--- src/rtl/osc_power_pkg.sv ---
// Register map, field positions, timing and mode codes of the oscillator block.
`default_nettype none
package osc_power_pkg;
    localparam int ADDR_W = 3;
    localparam int DATA_W = 8;

    // Register offsets.
    localparam logic [ADDR_W-1:0] SYS_CLK_CTRL_ADDR = 3'h0;
    localparam logic [ADDR_W-1:0] HS_XTAL_CTRL_ADDR = 3'h1;
    localparam logic [ADDR_W-1:0] LS_XTAL_CTRL_ADDR = 3'h2;
    localparam logic [ADDR_W-1:0] POWER_STATUS_ADDR = 3'h3;

    // System clock control fields.
    localparam int DIV_W = 3;
    localparam int DIV_LSB = 5;
    localparam int HIGH_SRC_BIT = 3;
    localparam int SUB_SRC_BIT = 2;
    localparam int KEEP_HIGH_BIT = 1;
    localparam int KEEP_LOW_BIT = 0;
    localparam logic [DATA_W-1:0] SYS_CLK_CTRL_MASK = 8'hEF;
    localparam logic [DIV_W-1:0] DIV_SLOW = 3'h7;

    // Crystal control fields, shared by both crystal registers.
    localparam int XTAL_MODE_BIT = 2;
    localparam int XTAL_STABLE_BIT = 1;
    localparam int XTAL_EN_BIT = 0;
    localparam int XTAL_IMPL_W = 3;

    // Power status fields.
    localparam int PD_FLAG_BIT = 0;
    localparam int TO_FLAG_BIT = 1;
    localparam int SLOW_ACTIVE_BIT = 2;
    localparam int HALTED_BIT = 3;

    // Reset values.
    localparam logic [DATA_W-1:0] SYS_CLK_CTRL_RST = 8'h00;
    localparam logic LS_SPEEDUP_VALUE = 1'b1;

    // Divider chain and start-up timing.
    localparam int DIV_CNT_W = 6;
    localparam logic [DIV_CNT_W:0] DIV_ONE = 7'h01;
    localparam int CLK_PERIOD_NS = 20;
    localparam int HS_START_NS = 20000;
    localparam int LS_START_NS = 40000;
    localparam int STARTUP_CNT_W = 11;
    localparam logic [STARTUP_CNT_W-1:0] HS_START_CYCLES =
        STARTUP_CNT_W'((HS_START_NS + CLK_PERIOD_NS - 1) / CLK_PERIOD_NS);
    localparam logic [STARTUP_CNT_W-1:0] LS_START_CYCLES =
        STARTUP_CNT_W'((LS_START_NS + CLK_PERIOD_NS - 1) / CLK_PERIOD_NS);
    localparam logic [STARTUP_CNT_W-1:0] STARTUP_ONE = 11'h001;

    typedef enum logic [4:0] {
        MODE_RUN = 5'h01,
        MODE_SLEEP = 5'h02,
        MODE_SUB_ON = 5'h04,
        MODE_BOTH_ON = 5'h08,
        MODE_HIGH_ON = 5'h10
    } mode_t;
endpackage : osc_power_pkg
`default_nettype wire

--- src/rtl/oscillator_and_power_mode_control.sv ---
// Crystal oscillator control, system clock selection and halt power modes.
`default_nettype none
// Summary of operation
// - Range bit picks crystal mode, resets low.
// - High crystal enable clears, then sets stable.
// - High crystal enable bit switches oscillator.
// - Low crystal speed-up bit reads one.
// - Low crystal enable clears, then sets stable.
// - Low crystal enable bit switches oscillator.
// - Upper five crystal register bits read zero.
// - Divider code seven selects slow sub clock.
// - Slow clock source chosen, must be stable.
// - Codes zero to six divide high clock.
// - Return to fast waits for stable source.
// - Halt with no keep bits enters sleep.
// - Halt keeping low clock stops high clock.
// - Halt keeping both clocks stops only CPU.
// - Halt keeping high clock stops sub clock.
// - Halt leaves memory, registers, ports unchanged.
// - Halt sets powerdown, clears timeout flag.
// - Halt clears watchdog, runs if enabled.
// - Sub source bit: internal or crystal.
// - High source bit: internal or crystal.
module oscillator_and_power_mode_control
    import osc_power_pkg::*;
(
    input wire logic mclk,
    input wire logic rstn,
    input wire logic [ADDR_W-1:0] addr,
    input wire logic [DATA_W-1:0] wrData,
    input wire logic wrEn,
    input wire logic rdEn,
    output logic [DATA_W-1:0] rdData,
    input wire logic haltReq,
    input wire logic wakeReq,
    input wire logic subClkTick,
    input wire logic fastInternalOscStable,
    input wire logic slowInternalOscStable,
    input wire logic watchdogEnable,
    input wire logic watchdogTimeout,
    input wire logic powerdownClear,
    output logic cpuRun,
    output logic sysClkTick,
    output logic highClockOn,
    output logic subClockOn,
    output logic slowInternalOscOn,
    output logic hsCrystalOscOn,
    output logic hsCrystalRangeHigh,
    output logic lsCrystalOscOn,
    output logic lsCrystalSpeedup,
    output logic watchdogClear,
    output logic watchdogRun
);
    localparam int CFG_W = DIV_W + 2;

    mode_t mode_reg, mode_next;
    logic [DATA_W-1:0] sysCtrl_reg;
    logic hsEn_reg, hsRange_reg, lsEn_reg;
    logic rangeOut_reg;
    logic pdFlag_reg, pdFlag_next;
    logic toFlag_reg, toFlag_next;
    logic wdtClear_reg;
    logic [DATA_W-1:0] rdData_reg;
    logic [CFG_W-1:0] cfgActive_reg;
    logic [DIV_CNT_W-1:0] divCnt_reg;
    logic [1:0] oscOn;
    logic [1:0] oscStable;

    // Register decode.
    wire logic wrSys = wrEn && (addr == SYS_CLK_CTRL_ADDR);
    wire logic wrHs = wrEn && (addr == HS_XTAL_CTRL_ADDR);
    wire logic wrLs = wrEn && (addr == LS_XTAL_CTRL_ADDR);

    // Requested configuration and the one currently driving the clock.
    wire logic [DIV_W-1:0] tgtDiv = sysCtrl_reg[DIV_LSB +: DIV_W];
    wire logic tgtHighSrc = sysCtrl_reg[HIGH_SRC_BIT];
    wire logic tgtSubSrc = sysCtrl_reg[SUB_SRC_BIT];
    wire logic [CFG_W-1:0] cfgTarget = {tgtDiv, tgtHighSrc, tgtSubSrc};
    wire logic [DIV_W-1:0] actDiv = cfgActive_reg[CFG_W-1 -: DIV_W];
    wire logic actHighSrc = cfgActive_reg[1];
    wire logic actSubSrc = cfgActive_reg[0];
    wire logic keepHigh = sysCtrl_reg[KEEP_HIGH_BIT];
    wire logic keepLow = sysCtrl_reg[KEEP_LOW_BIT];

    wire logic hsStable = oscStable[0];
    wire logic lsStable = oscStable[1];

    // Mode decode.
    wire logic modeRun = (mode_reg == MODE_RUN);
    wire logic modeSleep = (mode_reg == MODE_SLEEP);
    wire logic highKept = modeRun || (mode_reg == MODE_BOTH_ON) ||
                          (mode_reg == MODE_HIGH_ON);
    wire logic subKept = modeRun || (mode_reg == MODE_BOTH_ON) ||
                         (mode_reg == MODE_SUB_ON);
    wire logic haltEntry = haltReq && modeRun;

    // Oscillator enables follow the bits while their domain is kept alive.
    assign hsCrystalOscOn = hsEn_reg && highKept;
    assign lsCrystalOscOn = lsEn_reg && subKept;
    assign oscOn = {lsCrystalOscOn, hsCrystalOscOn};

    // Source selection and readiness.
    wire logic actHighReady = actHighSrc ? hsStable
                                         : fastInternalOscStable;
    wire logic actSubReady = actSubSrc ? lsStable
                                       : slowInternalOscStable;
    wire logic actSlow = (actDiv == DIV_SLOW);
    wire logic tgtSlow = (tgtDiv == DIV_SLOW);
    wire logic tgtReady = tgtSlow
        ? (tgtSubSrc ? lsStable : slowInternalOscStable)
        : (tgtHighSrc ? hsStable : fastInternalOscStable);
    wire logic actReady = actSlow ? actSubReady : actHighReady;

    // Divider chain: a tick every 2^code high clock cycles.
    wire logic [DIV_W-1:0] divShift = actSlow ? '0 : actDiv;
    wire logic [DIV_CNT_W-1:0] divMask =
        DIV_CNT_W'((DIV_ONE << divShift) - DIV_ONE);
    wire logic divWrap = ((divCnt_reg & divMask) == divMask);
    wire logic oldEdge = actSlow ? subClkTick : divWrap;

    // Changeover happens on a boundary of the old clock when the new
    // source is running; a dead old source cannot block the change.
    wire logic cfgSwitch = (cfgTarget != cfgActive_reg) && tgtReady &&
                           (oldEdge || !actReady);

    assign highClockOn = highKept && actHighReady;
    assign subClockOn = subKept && actSubReady;
    assign slowInternalOscOn = !modeSleep || watchdogEnable;
    assign cpuRun = modeRun;
    assign sysClkTick = cpuRun && (actSlow ? (subClkTick && actSubReady)
                                           : (highClockOn && divWrap));
    assign lsCrystalSpeedup = LS_SPEEDUP_VALUE;
    assign hsCrystalRangeHigh = rangeOut_reg;
    assign watchdogClear = wdtClear_reg;
    assign watchdogRun = watchdogEnable && !wdtClear_reg;
    assign rdData = rdData_reg;

    // Start-up counters for the two crystals.
    genvar g;
    generate
        for (g = 0; g < 2; g++) begin : gStartup
            localparam logic [STARTUP_CNT_W-1:0] TERM =
                (g == 0) ? HS_START_CYCLES : LS_START_CYCLES;
            logic [STARTUP_CNT_W-1:0] cnt_reg;
            logic stable_reg;
            wire logic atTerm = (cnt_reg == TERM);
            always_ff @(posedge mclk) begin
                if (!rstn || !oscOn[g]) begin
                    cnt_reg <= '0;
                    stable_reg <= 1'b0;
                end else begin
                    cnt_reg <= atTerm ? cnt_reg : cnt_reg + STARTUP_ONE;
                    stable_reg <= atTerm;
                end
            end
            assign oscStable[g] = stable_reg;
        end
    endgenerate

    // Halt mode selection from the keep bits.
    always_comb begin
        mode_next = mode_reg;
        unique case (1'b1)
            mode_reg[0]: begin
                if (haltReq) begin
                    unique case ({keepHigh, keepLow})
                        2'b00: mode_next = MODE_SLEEP;
                        2'b01: mode_next = MODE_SUB_ON;
                        2'b11: mode_next = MODE_BOTH_ON;
                        2'b10: mode_next = MODE_HIGH_ON;
                    endcase
                end
            end
            mode_reg[1], mode_reg[2], mode_reg[3], mode_reg[4]: begin
                if (wakeReq) begin
                    mode_next = MODE_RUN;
                end
            end
            default: mode_next = MODE_RUN;
        endcase
    end

    // Timeout event wins over the clear at halt; halt wins over clear.
    assign pdFlag_next = haltEntry ? 1'b1
                       : (powerdownClear ? 1'b0 : pdFlag_reg);
    assign toFlag_next = watchdogTimeout ? 1'b1
                       : (haltEntry ? 1'b0 : toFlag_reg);

    // Read multiplexer; unmapped addresses read zero.
    wire logic [DATA_W-1:0] rdSys = sysCtrl_reg & SYS_CLK_CTRL_MASK;
    wire logic [DATA_W-1:0] rdHs = DATA_W'({hsRange_reg, hsStable,
                                            hsEn_reg});
    wire logic [DATA_W-1:0] rdLs = DATA_W'({lsCrystalSpeedup, lsStable,
                                            lsEn_reg});
    wire logic [DATA_W-1:0] rdStat = DATA_W'({!modeRun, actSlow,
                                              toFlag_reg, pdFlag_reg});
    wire logic [DATA_W-1:0] rdMux =
        (addr == SYS_CLK_CTRL_ADDR) ? rdSys :
        (addr == HS_XTAL_CTRL_ADDR) ? rdHs :
        (addr == LS_XTAL_CTRL_ADDR) ? rdLs :
        (addr == POWER_STATUS_ADDR) ? rdStat : '0;

    // Control registers keep their contents through every halt mode.
    always_ff @(posedge mclk) begin
        if (!rstn) begin
            sysCtrl_reg <= SYS_CLK_CTRL_RST;
            hsEn_reg <= 1'b0;
            hsRange_reg <= 1'b0;
            lsEn_reg <= 1'b0;
        end else begin
            if (wrSys) begin
                sysCtrl_reg <= wrData & SYS_CLK_CTRL_MASK;
            end
            if (wrHs) begin
                hsEn_reg <= wrData[XTAL_EN_BIT];
                hsRange_reg <= wrData[XTAL_MODE_BIT];
            end
            if (wrLs) begin
                lsEn_reg <= wrData[XTAL_EN_BIT];
            end
        end
    end

    // The crystal only sees the range while it is off.
    always_ff @(posedge mclk) begin
        if (!rstn) begin
            rangeOut_reg <= 1'b0;
        end else if (!hsCrystalOscOn) begin
            rangeOut_reg <= hsRange_reg;
        end
    end

    always_ff @(posedge mclk) begin
        if (!rstn) begin
            mode_reg <= MODE_RUN;
            pdFlag_reg <= 1'b0;
            toFlag_reg <= 1'b0;
            wdtClear_reg <= 1'b0;
            rdData_reg <= '0;
        end else begin
            mode_reg <= mode_next;
            pdFlag_reg <= pdFlag_next;
            toFlag_reg <= toFlag_next;
            wdtClear_reg <= haltEntry;
            rdData_reg <= rdEn ? rdMux : '0;
        end
    end

    always_ff @(posedge mclk) begin
        if (!rstn) begin
            cfgActive_reg <= '0;
            divCnt_reg <= '0;
        end else begin
            if (cfgSwitch) begin
                cfgActive_reg <= cfgTarget;
            end
            divCnt_reg <= highClockOn ? divCnt_reg + DIV_ONE[DIV_CNT_W-1:0]
                                      : divCnt_reg;
        end
    end
endmodule : oscillator_and_power_mode_control
`default_nettype wire

--- config.mk ---
export PLATFORM = sky130hd
export DESIGN_NAME = oscillator_and_power_mode_control
export DESIGN_NICKNAME = d
export VERILOG_FILES = /design/src/rtl/osc_power_pkg.sv /design/src/rtl/oscillator_and_power_mode_control.sv
export SDC_FILE = /design/constraint.sdc
export NUM_CORES = 1
export LEC_CHECK = 0
export ABC_AREA = 1
export ABC_CLOCK_PERIOD_IN_PS = 3200
export BUFFER_PORTS_ARGS = -buffer_cell sky130_fd_sc_hd__buf_2
export CAP_MARGIN = 40
export CORE_AREA = 4 4 69 96
export DETAILED_ROUTE_END_ITERATION = 6
export DIE_AREA = 0 0 73 100
export GPL_TIMING_DRIVEN = 1
export PLACE_DENSITY = 0.75
export SYNTH_ARGS = -nofsm -noshare
export SYNTH_HDL_FRONTEND = slang
export SYNTH_SLANG_ARGS = --single-unit
--- constraint.sdc ---
create_clock -name mclk -period 3.2 [get_ports mclk]
set_input_delay 0 -clock mclk [delete_from_list [all_inputs] [get_ports mclk]]
set_output_delay 0 -clock mclk [all_outputs]
set_load 0.02 [all_outputs]
==> run summary <==
The run finished with clean final reports. The worst setup skew after layout is 0.004452 ns. The initial detailed-routing violation count came out at 118. The worst hold path belongs to the class primary input to flip-flop. The count of vias placed by the detailed router came out at 2855. The area share of the largest cell type after synthesis came out at 39.63%. The number of buffers and inverters on the critical path is 3. The number of synthesized register bits is 61.

The worst setup path is captured at a primary output. The mean routed wirelength per cell came out at 12.65 um. The most used flip-flop cell after synthesis is dfxtp_1. The signal arrival time at the worst endpoint is 2.35 ns. The first-pass iteration count of the detailed router is 4.

The H-tree level count is 3. The total overflow left after global routing is 0. The classification of the worst setup path is flip-flop to primary output.

Routability-driven placement finished with a final weighted congestion of 0.8630. Net switching is 34.21% of the power. The antenna diode count came out at 0. The clock-pin transition on the worst setup and hold timing paths is 0.06 ns.

The combined area of all synthesized cells is 3082 um2. The power share of the sequential group is 40.6%. The cell family contributing the most delay on the critical path is simple AND/OR/NAND/NOR gates. Power spread over the standard cell area amounts to 602.6 nW/um2. Once detail routing completed, the nets flagged for antenna violations numbered 0. The placeable core area is 5822 um2.

The maximum resistive drop on vdd is 0.2730 mV. The vertical die dimension came out at 100 um. The total placed cells including tap cells is 519.

The clock buffer count from CTS came out at 9. The critical path crosses 11 cells after its start point. The number of cells on the worst hold path came out at 4.

The pin count of the biggest net entering global routing is 30. The effective utilization at floorplan is 52.93%. Combinational cells account for 29.4% of the total power. By count the netlist is led by nand2_1 (78), dfxtp_1 (61), inv_1 (60). The biggest fanout along the worst timing path is 10.

The synthesized design contains 0 enable-type register cells. The die extent in x came out at 73 um. At the pin with the least slew margin, the transition time is 0.5641 ns.

The net switching power of the design is 0.7525 mW. The fill cell instance count of the final layout is 530. The fraction of layout cells with a size suffix above 1 came out at 19.33%. Detailed placement ended at an HPWL of 5120 um. The critical path goes through nand3_1, inv_1, a21oi_1, ha_1, inv_1, nand2_1, nand2_1, nor2_1, nand4_1, a21oi_1, buf_2. For this run, the register share of the synthesized area comes to 39.63%.

The overall power consumption came out at 2.199 mW. The clock network is responsible for 30.1% of the overall power. Counting every net in the synthesized netlist gives 450. The total wire length came out at 6969 um. The latest clock arrival within the worst-skew pair is 0.33 ns. The count of buffers added on input and output ports is 38. Across every metal layer, demand over resource in global routing totals 20.48%.

The achievable frequency came out at 425.7 MHz. The root buffer cell chosen for the clock tree is clkbuf_8. Cells fill 62.69% of the core in the end. The biggest area contributor in the post-synthesis netlist is dfxtp_1. The standard cell with the maximum stage delay on the critical path is dfxtp_1.

Setup violations remaining at the end of the flow were counted as 0. The worst-case setup margin in the final layout is 0.8509 ns. The final max-slew violation count came out at 0. The longest clock path from root to sink contains 2 buffers. The required time at the endpoint of the critical path is 3.20 ns. The number of hold violations in the final report came to 0. The pre-CTS setup slack came out at 1.052 ns. The warning count from the yosys run is 0. The total number of nets in the final design is 506.

The cell row count is 33. In the routed design, unresolved DRC markers number 0. The leakage component of the power came out at 1.516 nW. The portion of the clock cycle consumed by the worst path in the final layout is 73.41%.

The count of maximum capacitance violations came out at 0. For the final routed database, the setup TNS stands at 0 ns. The relative slew slack came out at 62.10%. The area added between synthesis and finish came out at 18.43%. Setup repair after global routing left no endpoint under its margin. The number of sinks on the clock net is 61. STA classifies the critical path startpoint as a flip-flop. Yosys instantiated no cell more often than nand2_1. The register with the most flip-flops in the layout has 22 of them. In the synthesized netlist the async set-or-reset flop fraction comes to 0%.

The number of ports placed on the die boundary is 42. The synthesized netlist cell count is 421. TritonCTS built the clock tree. The overall die area came out at 7300 um2. Counting cells, the worst reg-to-reg path comes to 13. The internal portion of the total power is 1.447 mW. The buffers inserted during post-CTS setup optimization came out at 0. By area the synthesized netlist is led by dfxtp_1 (40%), nand2_1 (9.5%), inv_1 (7.3%). The average vias per placed instance came out at 5.181.

Subtracting the final worst setup slack from the clock period gives 2.349 ns. The number of antenna violations at the first check in global routing is 0. The first global-routing pass estimated 11790 um of wire. The number of different library cells in the post-synthesis netlist is 41.

The via count of the first global-routing pass is 2767. The non-filler instance count after layout came out at 551. The delay of the slowest critical-path stage came out at 0.50 ns.

A synthesized cell averages 7.320 um2.
worst paths after layout:
| kind | from | end | slack (ns) |
|---|---|---|---|
| max | cfgActive_reg[3] | sysClkTick | 0.85 |
| min | addr[0] | lsEn_reg | 0.07 |
| max reg2reg | cfgActive_reg[3] | cfgActive_reg[3] | 1.02 |
| min reg2reg | gStartup[1].cnt_reg[9] | gStartup[1].cnt_reg[9] | 0.48 |
cells by family (layout without fill, tap and decap cells):
group                    Yosys count  count (layout)  share of synthesized area (%)
AND/OR/NAND/NOR                  185             185                          28.62
AO/OA/AOI/OAI                     79              79                          14.90
buffers and inverters             75             135                          10.47
flip-flops                        61              61                          39.63
XOR/XNOR                          13              13                          3.695
adder cells (fa/ha/maj)            6               6                          2.436
other                              2               2                         0.2437
routing by layer:
layer	GRT usage [%]	routed length, um	vias up
met3	4.910	261	15
li1	-	-	1468
met1	22.63	2922	1311
met5	0	0	-
met4	9.943	196	0
met2	35.84	3589	61
stage by stage:
step | cell area, um2 | hold slack, ns
floorplan | 3082 | 0.1138
global placement | 3283 | 0.2079
detailed placement | 3283 | 0.2107
CTS | 3650 | 0.04976
global route | 3650 | 0.07207
finish | 3650 | 0.06806
cell type report:
type	instances	area (um2)	area share (%)
inverters	65	246.5	6.754
flip-flops and latches	61	1221	33.46
repair buffers	55	360.3	9.873
clock buffers	15	196.4	5.382
well taps	70	87.58	2.400
multi-input cells	285	1538	42.13
timing repair:
item | CTS | global route
endpoints found under the hold margin | 15 | 0
gates resized for setup | 0 | 0
hold buffers | 17 | 0
tightest hold or removal path, stage by stage:
cell and delay, ns:
buf_2 0.11, nor3_1 0.10, nand3_1 0.08, a21oi_1 0.06
power by group through the flow:
| stage | combinational [mW] | sequential [mW] | clock (mW) |
|---|---|---|---|
| after CTS | 0.645 | 0.891 | 0.674 |
| final | 0.646 | 0.892 | 0.661 |
| after global routing | 0.733 | 0.901 | 0.705 |
| after detailed placement | 0.622 | 0.906 | 0 |
| after global placement | 0.599 | 0.903 | 0 |
| after floorplan | 0.526 | 0.875 | 0 |
cell usage in the layout, fill, tap and decap left out, types with 3 or more instances in the layout:
master,netlist,routed
a21oi_2,10,10
nor3_2,3,3
xor2_1,11,11
dlygate4sd3_1,0,17
nand3_1,26,26
buf_2,1,38
nand4_1,11,11
inv_1,60,60
nor3_1,9,9
nor2_2,9,9
or2_2,4,4
nand2_1,78,78
a21oi_1,34,34
nand2_2,4,4
dfxtp_1,61,61
nor2_1,31,31
ha_1,6,6
o21ai_0,24,24
clkbuf_8,0,14
No activity file was read; power rests on OpenSTA's default activity.
